## src/design/ipw_params.svh

```systemverilog
// constants of the interrupt priority and wake controller
// assumes a 32-bit APB register bus with byte addresses
`ifndef IPW_PARAMS_SVH
`define IPW_PARAMS_SVH

`define IPW_NUM_SRC      39
`define IPW_NUM_VEC      10
`define IPW_NUM_EXT      8
`define IPW_ADDR_W       8
`define IPW_VADDR_W      8

// register byte offsets
`define IPW_PEND_LO_OFS  8'h00
`define IPW_PEND_HI_OFS  8'h04
`define IPW_EN_LO_OFS    8'h08
`define IPW_EN_HI_OFS    8'h0C
`define IPW_LEVEL_OFS    8'h10
`define IPW_EXTCFG_OFS   8'h14
`define IPW_OSC_OFS      8'h18
`define IPW_STATUS_OFS   8'h1C
`define IPW_STBY_OFS     8'h20

// reset values
`define IPW_EN_RST       39'h00_0000_0000
`define IPW_LEVEL_RST    10'h000
`define IPW_EXTCFG_RST   16'h0000
`define IPW_OSC_RST      4'h1

// field positions
`define IPW_EXTCFG_POL   8
`define IPW_OSC_RC       0
`define IPW_OSC_CF       1
`define IPW_OSC_XTAL     2
`define IPW_OSC_PLL      3

// level codes, ordered so that a larger code outranks a smaller one
`define IPW_LVL_NONE     2'h0
`define IPW_LVL_L        2'h1
`define IPW_LVL_H        2'h2
`define IPW_LVL_X        2'h3

// vector address = base + index * step
`define IPW_VEC_BASE     8'h03
`define IPW_VEC_STEP     8'h08
`define IPW_NUM_XL_VEC   2

// source membership of each vector
`define IPW_VMASK0       39'h00_0000_0001
`define IPW_VMASK1       39'h00_0000_0002
`define IPW_VMASK2       39'h00_0000_007C
`define IPW_VMASK3       39'h00_0000_0380
`define IPW_VMASK4       39'h00_0000_7C00
`define IPW_VMASK5       39'h00_001F_8000
`define IPW_VMASK6       39'h00_0060_0000
`define IPW_VMASK7       39'h00_0380_0000
`define IPW_VMASK8       39'h01_FC00_0000
`define IPW_VMASK9       39'h7E_0000_0000

// source positions of the external pins, pin 0 first
`define IPW_EXT_POS      '{0, 1, 2, 7, 4, 8, 11, 17}
`define IPW_SRC_EXT_IRQ_ZERO     0
`define IPW_SRC_EXT_IRQ_ONE     1
`define IPW_SRC_EXT_IRQ_TWO     2
`define IPW_SRC_EXT_IRQ_FOUR     4
`define IPW_SRC_BUSA     5
`define IPW_SRC_BUSB     6
`define IPW_SRC_EXT_IRQ_FIVE     8
`define IPW_SRC_BTIMER   9
`define IPW_SRC_PORT0    33

`endif

```

## src/design/ipw_pkg.sv

```systemverilog
// types of the interrupt priority and wake controller
// assumes ipw_params.svh for all numeric constants
package ipw_pkg;
    typedef enum logic [1:0] {
        IPW_RUN,
        IPW_HALT,
        IPW_STOP,
        IPW_XSTOP
    } ipw_mode_t;

    typedef struct packed {
        logic       valid;
        logic [1:0] level;
        logic [7:0] addr;
    } ipw_grant_t;

    typedef struct packed {
        logic core_run;
        logic periph_run;
        logic base_timer_run;
        logic rc_en;
        logic cf_en;
        logic xtal_en;
        logic pll_en;
    } ipw_clk_ctrl_t;
endpackage
```

## src/design/ipw_irq_ctrl.sv

```systemverilog
// interrupt arbiter with three levels and standby wake control
// assumes core and peripherals on CLOCK_I; external pins asynchronous
//
// What this block does
// - merge 39 sources onto 10 shared vector addresses
// - each vector is low or raised (highest for 03h and 0Bh, high for the rest), highest over high over low
// - refuse requests at or below the level in service; only higher nests
// - simultaneous requests: the highest level wins
// - same level: the smallest vector address wins
// - vector 13h gathers ext 2 and 4, timer 0 low, both usb bus-active
// - vector 23h gathers timer 0 high, ext 6, port-a usb device events
// - vector 2Bh gathers timer 1 bytes, ext 7, port-b usb device events
// - vector 3Bh gathers second serial unit and uart empty and done
// - halt stops the core only; oscillators keep running
// - halt ends on reset, watchdog reset or any interrupt
// - stop halts core, peripherals, pll and all oscillators
// - stop ends on reset, ext 0,1,2,4,5, port 0 or usb bus-active
// - ext 0 and 1 wake from stop only when set level-sensitive
// - crystal stop keeps base timer and the crystal state at entry
// - crystal stop also ends on a base timer request
//
// Design decisions made here: the address map and register access over APB.
`include "ipw_params.svh"
`timescale 1ns/1ps
`default_nettype none

module ipw_irq_ctrl
    import ipw_pkg::*;
(
    input  wire logic                    CLOCK_I,
    input  wire logic                    RST_I,
    input  wire logic                    PSEL_I,
    input  wire logic                    PENABLE_I,
    input  wire logic                    PWRITE_I,
    input  wire logic [`IPW_ADDR_W-1:0]  PADDR_I,
    input  wire logic [31:0]             PWDATA_I,
    output logic      [31:0]             PRDATA_O,
    output logic                         PREADY_O,
    output logic                         PSLVERR_O,
    input  wire logic [`IPW_NUM_EXT-1:0] EXT_IRQ_I,
    input  wire logic [`IPW_NUM_SRC-1:0] PERIPH_EVT_I,
    input  wire logic                    VEC_ACK_I,
    input  wire logic                    RETI_I,
    output ipw_grant_t                   GRANT_O,
    output logic                         IRQ_O,
    output ipw_clk_ctrl_t                CLK_CTRL_O
);
    localparam int NS = `IPW_NUM_SRC;
    localparam int NV = `IPW_NUM_VEC;
    localparam int NE = `IPW_NUM_EXT;
    localparam int EXT_POS [NE] = `IPW_EXT_POS;
    localparam logic [NS-1:0] VMASK [NV] = '{
        `IPW_VMASK0, `IPW_VMASK1, `IPW_VMASK2, `IPW_VMASK3, `IPW_VMASK4,
        `IPW_VMASK5, `IPW_VMASK6, `IPW_VMASK7, `IPW_VMASK8, `IPW_VMASK9};
    localparam logic [3:0] OSC_RST = `IPW_OSC_RST;

    logic [NE-1:0]   ext_meta_reg;
    logic [NE-1:0]   ext_sync_reg;
    logic [NE-1:0]   ext_prev_reg;
    logic [NE-1:0]   ext_evt;
    logic [NS-1:0]   ext_src;
    logic [NS-1:0]   ext_pos_mask;
    logic [NS-1:0]   src_evt;
    logic [NS-1:0]   pending_reg;
    logic [NS-1:0]   enable_reg;
    logic [NS-1:0]   pend_clr;
    logic [NS-1:0]   active_req;
    logic [NV-1:0]   level_reg;
    logic [15:0]     extcfg_reg;
    logic [3:0]      osc_reg;
    ipw_mode_t       mode_reg;
    ipw_mode_t       mode_next;
    logic [2:0]      insvc_reg;
    logic [2:0]      insvc_next;
    logic [1:0]      cur_lvl;
    logic [NV-1:0]   vreq;
    logic [1:0]      vlvl [NV];
    logic [1:0]      best_lvl;
    logic [7:0]      best_addr;
    ipw_grant_t      grant_reg;
    ipw_grant_t      grant_next;
    logic            irq_reg;
    ipw_clk_ctrl_t   clk_reg;
    ipw_clk_ctrl_t   clk_next;
    logic            halt_wake;
    logic            stop_wake;
    logic            xstop_wake;
    logic            apb_setup;
    logic            apb_acc;
    logic            wr;
    logic            hit;
    logic [31:0]     rdata;
    logic [31:0]     prdata_reg;
    logic            pready_reg;
    logic            pslverr_reg;

    // external pins: two-stage synchroniser, then edge or level detect
    always_ff @(posedge CLOCK_I or posedge RST_I) begin
        if (RST_I) begin
            ext_meta_reg <= '0;
            ext_sync_reg <= '0;
            ext_prev_reg <= '0;
        end else begin
            ext_meta_reg <= EXT_IRQ_I;
            ext_sync_reg <= ext_meta_reg;
            ext_prev_reg <= ext_sync_reg;
        end
    end

    // act: pin at its set polarity; edge mode fires only on the cycle act rises
    generate
        for (genvar e = 0; e < NE; e++) begin : g_ext
            logic act;
            logic act_prev;
            assign act      = ext_sync_reg[e] == extcfg_reg[`IPW_EXTCFG_POL + e];
            assign act_prev = ext_prev_reg[e] == extcfg_reg[`IPW_EXTCFG_POL + e];
            assign ext_evt[e] = extcfg_reg[e] ? act : (act & ~act_prev);
        end
    endgenerate

    always_comb begin
        ext_src      = '0;
        ext_pos_mask = '0;
        for (int e = 0; e < NE; e++) begin
            ext_src[EXT_POS[e]]      = ext_evt[e];
            ext_pos_mask[EXT_POS[e]] = 1'b1;
        end
    end

    // pin sources replace the peripheral lines at their positions
    assign src_evt = (PERIPH_EVT_I & ~ext_pos_mask) | ext_src;

    // apb slave: pready in the first cycle of the access phase, no wait state
    assign apb_setup = PSEL_I & ~PENABLE_I;
    assign apb_acc   = PSEL_I & PENABLE_I & pready_reg;
    assign wr        = apb_acc & PWRITE_I;

    // read mux; an unmapped offset answers with the slave error
    always_comb begin
        hit   = 1'b1;
        rdata = '0;
        unique case (PADDR_I)
            `IPW_PEND_LO_OFS: rdata = pending_reg[31:0];
            `IPW_PEND_HI_OFS: rdata = {25'h0000000, pending_reg[NS-1:32]};
            `IPW_EN_LO_OFS:   rdata = enable_reg[31:0];
            `IPW_EN_HI_OFS:   rdata = {25'h0000000, enable_reg[NS-1:32]};
            `IPW_LEVEL_OFS:   rdata = {22'h000000, level_reg};
            `IPW_EXTCFG_OFS:  rdata = {16'h0000, extcfg_reg};
            `IPW_OSC_OFS:     rdata = {28'h0000000, osc_reg};
            `IPW_STATUS_OFS:  rdata = {24'h000000, grant_reg.valid, mode_reg, insvc_reg, cur_lvl};
            `IPW_STBY_OFS:    rdata = {30'h00000000, mode_reg};
            default:          hit   = 1'b0;
        endcase
    end

    // read data is latched at setup, so a read shows the state before that edge
    always_ff @(posedge CLOCK_I or posedge RST_I) begin
        if (RST_I) begin
            pready_reg  <= 1'b0;
            pslverr_reg <= 1'b0;
            prdata_reg  <= '0;
        end else begin
            pready_reg  <= apb_setup;
            pslverr_reg <= apb_setup & ~hit;
            prdata_reg  <= (apb_setup & ~PWRITE_I) ? rdata : '0;
        end
    end

    // pending flags: write one to clear, a new event wins over the clear
    always_comb begin
        pend_clr = '0;
        if (wr && PADDR_I == `IPW_PEND_LO_OFS)
            pend_clr[31:0] = PWDATA_I;
        if (wr && PADDR_I == `IPW_PEND_HI_OFS)
            pend_clr[NS-1:32] = PWDATA_I[NS-33:0];
    end

    always_ff @(posedge CLOCK_I or posedge RST_I) begin
        if (RST_I)
            pending_reg <= '0;
        else
            pending_reg <= (pending_reg & ~pend_clr) | src_evt;
    end

    // configuration registers
    always_ff @(posedge CLOCK_I or posedge RST_I) begin
        if (RST_I) begin
            enable_reg <= `IPW_EN_RST;
            level_reg  <= `IPW_LEVEL_RST;
            extcfg_reg <= `IPW_EXTCFG_RST;
            osc_reg    <= `IPW_OSC_RST;
        end else if (wr) begin
            if (PADDR_I == `IPW_EN_LO_OFS)
                enable_reg[31:0] <= PWDATA_I;
            if (PADDR_I == `IPW_EN_HI_OFS)
                enable_reg[NS-1:32] <= PWDATA_I[NS-33:0];
            if (PADDR_I == `IPW_LEVEL_OFS)
                level_reg <= PWDATA_I[NV-1:0];
            if (PADDR_I == `IPW_EXTCFG_OFS)
                extcfg_reg <= PWDATA_I[15:0];
            if (PADDR_I == `IPW_OSC_OFS)
                osc_reg <= PWDATA_I[3:0];
        end
    end

    // a disabled flag still latches but neither requests nor wakes
    assign active_req = pending_reg & enable_reg;

    // vector requests and their levels
    generate
        for (genvar v = 0; v < NV; v++) begin : g_vec
            assign vreq[v] = |(active_req & VMASK[v]);
            if (v < `IPW_NUM_XL_VEC) begin : g_xl
                assign vlvl[v] = level_reg[v] ? `IPW_LVL_X : `IPW_LVL_L;
            end else begin : g_hl
                assign vlvl[v] = level_reg[v] ? `IPW_LVL_H : `IPW_LVL_L;
            end
        end
    endgenerate

    // arbitration: strict compare in ascending order keeps the smallest vector
    always_comb begin
        best_lvl  = `IPW_LVL_NONE;
        best_addr = `IPW_VEC_BASE;
        for (int v = 0; v < NV; v++) begin
            if (vreq[v] && vlvl[v] > best_lvl) begin
                best_lvl  = vlvl[v];
                best_addr = `IPW_VEC_BASE + 8'(v) * `IPW_VEC_STEP;
            end
        end
    end

    // in-service levels: bit 0 low, bit 1 high, bit 2 highest
    always_comb begin
        if (insvc_reg[2])
            cur_lvl = `IPW_LVL_X;
        else if (insvc_reg[1])
            cur_lvl = `IPW_LVL_H;
        else if (insvc_reg[0])
            cur_lvl = `IPW_LVL_L;
        else
            cur_lvl = `IPW_LVL_NONE;
    end

    // a return pops first, so an accept in the same cycle survives it
    always_comb begin
        insvc_next = insvc_reg;
        if (RETI_I) begin
            if (insvc_next[2])
                insvc_next[2] = 1'b0;
            else if (insvc_next[1])
                insvc_next[1] = 1'b0;
            else
                insvc_next[0] = 1'b0;
        end
        if (VEC_ACK_I && grant_reg.valid)
            insvc_next[grant_reg.level - 2'h1] = 1'b1;
    end

    always_ff @(posedge CLOCK_I or posedge RST_I) begin
        if (RST_I)
            insvc_reg <= '0;
        else
            insvc_reg <= insvc_next;
    end

    // offer a vector only when strictly above the level in service
    always_comb begin
        grant_next = '0;
        if (!(VEC_ACK_I && grant_reg.valid) && best_lvl > cur_lvl) begin
            grant_next.valid = 1'b1;
            grant_next.level = best_lvl;
            grant_next.addr  = best_addr;
        end
    end

    // the interrupt line follows the enabled flags one cycle late
    always_ff @(posedge CLOCK_I or posedge RST_I) begin
        if (RST_I) begin
            grant_reg <= '0;
            irq_reg   <= 1'b0;
        end else begin
            grant_reg <= grant_next;
            irq_reg   <= |active_req;
        end
    end

    // standby wake sources
    assign halt_wake = |active_req;
    // ext 0 and 1 count only when set level-sensitive
    assign stop_wake = (active_req[`IPW_SRC_EXT_IRQ_ZERO] & extcfg_reg[0])
                     | (active_req[`IPW_SRC_EXT_IRQ_ONE] & extcfg_reg[1])
                     | active_req[`IPW_SRC_EXT_IRQ_TWO]
                     | active_req[`IPW_SRC_EXT_IRQ_FOUR]
                     | active_req[`IPW_SRC_EXT_IRQ_FIVE]
                     | active_req[`IPW_SRC_PORT0]
                     | active_req[`IPW_SRC_BUSA]
                     | active_req[`IPW_SRC_BUSB];
    assign xstop_wake = stop_wake | active_req[`IPW_SRC_BTIMER];

    // standby is entered only from run; a mode write in standby is dropped
    always_comb begin
        mode_next = mode_reg;
        unique case (mode_reg)
            IPW_RUN: begin
                if (wr && PADDR_I == `IPW_STBY_OFS)
                    mode_next = ipw_mode_t'(PWDATA_I[1:0]);
            end
            IPW_HALT: begin
                if (halt_wake)
                    mode_next = IPW_RUN;
            end
            IPW_STOP: begin
                if (stop_wake)
                    mode_next = IPW_RUN;
            end
            IPW_XSTOP: begin
                if (xstop_wake)
                    mode_next = IPW_RUN;
            end
        endcase
    end

    // reset pin and watchdog reset both arrive merged on RST_I
    always_ff @(posedge CLOCK_I or posedge RST_I) begin
        if (RST_I)
            mode_reg <= IPW_RUN;
        else
            mode_reg <= mode_next;
    end

    // clock and run controls follow the next mode
    always_comb begin
        clk_next.core_run       = mode_next == IPW_RUN;
        clk_next.periph_run     = mode_next == IPW_RUN || mode_next == IPW_HALT;
        clk_next.base_timer_run = mode_next != IPW_STOP;
        clk_next.rc_en          = osc_reg[`IPW_OSC_RC];
        clk_next.cf_en          = osc_reg[`IPW_OSC_CF];
        clk_next.xtal_en        = osc_reg[`IPW_OSC_XTAL];
        clk_next.pll_en         = osc_reg[`IPW_OSC_PLL];
        if (mode_next == IPW_STOP || mode_next == IPW_XSTOP) begin
            clk_next.rc_en  = 1'b0;
            clk_next.cf_en  = 1'b0;
            clk_next.pll_en = 1'b0;
        end
        // crystal stop leaves the crystal as programmed at entry
        if (mode_next == IPW_STOP)
            clk_next.xtal_en = 1'b0;
    end

    always_ff @(posedge CLOCK_I or posedge RST_I) begin
        if (RST_I) begin
            clk_reg.core_run       <= 1'b1;
            clk_reg.periph_run     <= 1'b1;
            clk_reg.base_timer_run <= 1'b1;
            clk_reg.rc_en          <= OSC_RST[`IPW_OSC_RC];
            clk_reg.cf_en          <= OSC_RST[`IPW_OSC_CF];
            clk_reg.xtal_en        <= OSC_RST[`IPW_OSC_XTAL];
            clk_reg.pll_en         <= OSC_RST[`IPW_OSC_PLL];
        end else begin
            clk_reg <= clk_next;
        end
    end

    // every output is a register
    assign PRDATA_O   = prdata_reg;
    assign PREADY_O   = pready_reg;
    assign PSLVERR_O  = pslverr_reg;
    assign GRANT_O    = grant_reg;
    assign IRQ_O      = irq_reg;
    assign CLK_CTRL_O = clk_reg;
endmodule // ipw_irq_ctrl

`default_nettype wire

```

## config.mk

```make
export PLATFORM = sky130hd
export DESIGN_NAME = ipw_irq_ctrl
export DESIGN_NICKNAME = d
export VERILOG_FILES = /design/src/design/ipw_pkg.sv /design/src/design/ipw_irq_ctrl.sv
export VERILOG_INCLUDE_DIRS = /design/src /design/src/design
export SDC_FILE = /design/constraint.sdc
export NUM_CORES = 1
export LEC_CHECK = 0
export BUFFER_PORTS_ARGS = -buffer_cell sky130_fd_sc_hd__buf_2
export CAP_MARGIN = 30
export CORE_MARGIN = 2
export CORE_UTILIZATION = 55
export DETAILED_ROUTE_END_ITERATION = 7
export GPL_TIMING_DRIVEN = 1
export PLACE_DENSITY = 0.79
export SLEW_MARGIN = 25
export SYNTH_ARGS = -nofsm -noshare
export SYNTH_HDL_FRONTEND = slang
export SYNTH_SLANG_ARGS = --single-unit
```

## constraint.sdc

```tcl
create_clock -name CLOCK_I -period 22.2 [get_ports CLOCK_I]
set_input_delay 2.22 -clock CLOCK_I [delete_from_list [all_inputs] [get_ports CLOCK_I]]
set_output_delay 2.22 -clock CLOCK_I [all_outputs]
set_load 0.005 [all_outputs]
```

==> impl_results.md <==
* Logic gate share of total power at 5.4%
* #FFs+latches synth at 186
* Pwr Density at 69.8 nW/um^2
* Max_slew headroom at 42.6%
* Crit path from: pending_reg[0]
* Async S/R FF share, synth at 100%
* Core Region at approximately 15000 um^2
* Site row count at 44
* Worst r2r src: pending_reg[0]
* Synth Instances at 701
* R2r endpoint: GRANT_O[5]
* PortBufs at roughly 140
* Gpl congestion at 0.922
* Syn avg cell area at 11.6 um^2
* Vias at between 6000 and 7000
* Worst VDD drop at approximately 0.058 mV
* Area leader, netlist: dfrtp_1
* Critical Path End: GRANT_O[5]
* Worst-Skew Late Latency at 440 ps
* Clock sink count at 186
* Crit path arrival time at 12170 ps
* Status: finished, final reports clean
* Deepest clock path buffer count at 2
* Post CTS Setup Buffer Count at 0
* Reg2reg setup slack at between 10000 and 15000 ps
* Slowest cell on crit path: or4b_4
* Synth top area share at 55.5%
* Initial antenna violation count at 0
* Seq pwr share at 51.9%
* Final min period at between 10000 and 15000 ps
* Htree depth at 4
* Critical Setup Path Class: reg2reg
* Max Freq at 0.0846 GHz
* Area contributors post-synth: dfrtp_1 55%, mux2_2 9.5%, a22oi_1 4.2%
* Routed wire length at 20.6 mm
* Die ar. at roughly 16000 um^2
* First-pass GRT wire length at ~33 mm
* Final Hold Fails at 0
* Seq/Total Area, Yosys at a little under three fifths
* Remaining global-route overflow at 0
* Layout cell share with drive strength beyond 1 at 31.0%
* Clock share of power at 42.7%
* DP Wirelength at 14.6 mm
* TritonCTS Buffers at 17
* Most common cell after layout, fill and taps aside: dfrtp_1
* Unique cell type count in the Yosys netlist at slightly above 60
* Critical Path Start Type: register
* Initial Utilization at a little under three fifths
* Max cap viols at 0
* Worst slew pin tran at 860 ps
* Primary FF master, synth: dfrtp_1
* Most frequent cell on the critical path: ha_1
* Mean routed wirelength per cell at 19.9 um
* Pleak at 4.50 nW
* Clk_skew at 11.9 ps
* CP required at 22550 ps
* Critical path fanouts, max at 8
* Pre-CTS WS at 10580 ps
* Vias in the first global route at 6372
* P_sw at about 0.00016 W
* Post-route ant nets at 0
* Sw frac at 24.4%
* CP Capture Type: register
* TNS Setup at 0 ps
* RSZ-0062 raised after global routing: false
* Hold_buf cts at 0
* Area of the mapped netlist at just over 8000 um^2
* Die W at around 130 um
* Slew Viols, Final at 0
* Design internal power at roughly 0.00051 W
* First drt pass iteration count at 5
* Setup WS post-layout at 10380 ps
* Commonest cells after routing, fill and taps aside: 181 x dfrtp_1, 137 x buf_2, 92 x nand2_1
* DRT iter0 DRCs at 552
* Root Driver: clkbuf_16
* DRC Markers at 0
* TritonCTS clock tree: built
* Hold Crit Class: reg2reg
* Max stage delay on crit path at 540 ps
* Synth-to-layout area growth at 17.7%
* Vias/cell at between 6 and 7
* Register-to-Register Path Depth at 53
* Largest net degree at the start of global routing at 99
* Diode count at 0
* Synth warnings at 0
* Final net count at 944
* # IOs at 147
* Post-CTS resize count at 0
* Gr usage total at a little over a quarter
* Worst-path clk slew at ~70 ps
* Die H at roughly 130 um
* Setup violators final at 0
* Tcrit/Tclk final at 53.2%
* Post-synth EDFFs at 0
## kinds of logic after synthesis
logic type               count (synthesis)  synth area share [%]
AO/OA/AOI/OAI                          174                  16.1
XOR/XNOR                                16                  1.72
buffers and inverters                   43                  2.16
multiplexers                            69                  9.51
AND/OR/NAND/NOR                        195                  10.9
adder cells (fa/ha/maj)                 17                  2.45
flip-flops                             186                  57.1
other                                    1                0.0459
## how the worst min path moves through the flow
| stage | from | cells after the start | end |
|---|---|---|---|
| global route | ext_meta_reg[0] | 0 | ext_sync_reg[0] |
| CTS | ext_meta_reg[5] | 0 | ext_sync_reg[5] |
| finish | ext_meta_reg[5] | 0 | ext_sync_reg[5] |
| global placement | ext_meta_reg[5] | 0 | ext_sync_reg[5] |
| detailed placement | ext_meta_reg[5] | 0 | ext_sync_reg[5] |
| floorplan | ext_meta_reg[0] | 0 | ext_sync_reg[0] |
## layer usage
layer / track usage [%] / vias up / part of all wire, %
met5: 0 / - / 0
li1: - / 2812 / -
met2: 43.8 / 277 / 49
met1: 34.8 / 3135 / 40
met4: 7.69 / 0 / 1.6
met3: 7.77 / 34 / 8.6
## layout make-up
cell class,instances,area (um^2)
fill,1119,4920
multi-input combinational,473,3340
clock inverter,13,134
clock buffer,19,433
inverter,16,65.1
tap,184,230
sequential,186,4660
timing repair buffer,144,751
## power groups by stage
stage / Clock [W] / Sequential (W) / Combinational (W)
floorplan: 0 / 0.000353 / 0.0000191
global placement: 0 / 0.000354 / 0.0000342
detailed placement: 0 / 0.000355 / 0.0000360
CTS: 0.000292 / 0.000348 / 0.0000362
global route: 0.000307 / 0.000348 / 0.0000406
finish: 0.000287 / 0.000348 / 0.0000359
## worst max-delay path, delay by kind of cell, from the launching register on
family	cells	cell delay, ps
adders and majority gates	12	3300
AOI/OAI and AO/OA	21	4110
and+or+nand+nor	16	3520
DFF	1	520
buffers and inverters	4	290
## Yosys cell counts (13+ instances only)
master / n
inv_1: 16
nand2_1: 92
nand3_1: 13
a21oi_1: 20
a22oi_1: 46
nor2_1: 44
clkbuf_1: 20
dfrtp_1: 181
mux2_2: 69
o21ai_0: 19
a21o_1: 33
## stage by stage
| stage | util [%] | hold slack [ps] | area [um^2] | instances | total power, W |
|---|---|---|---|---|---|
| 6_report | 66.1 | 350 | 9610 | 1035 | 0.000671 |
| 5_1_grt | 66.1 | 354 | 9610 | 1035 | 0.000696 |
| 4_1_cts | 66.1 | 351 | 9610 | 1035 | 0.000676 |
| 3_5_place_dp | 62.2 | 335 | 9050 | 1003 | 0.000391 |
| 3_3_place_gp | 62.1 | 332 | 9020 | 1001 | 0.000388 |
| 2_1_floorplan | - | 331 | 8170 | 702 | 0.000373 |
(Power assumes the default switching activity.)
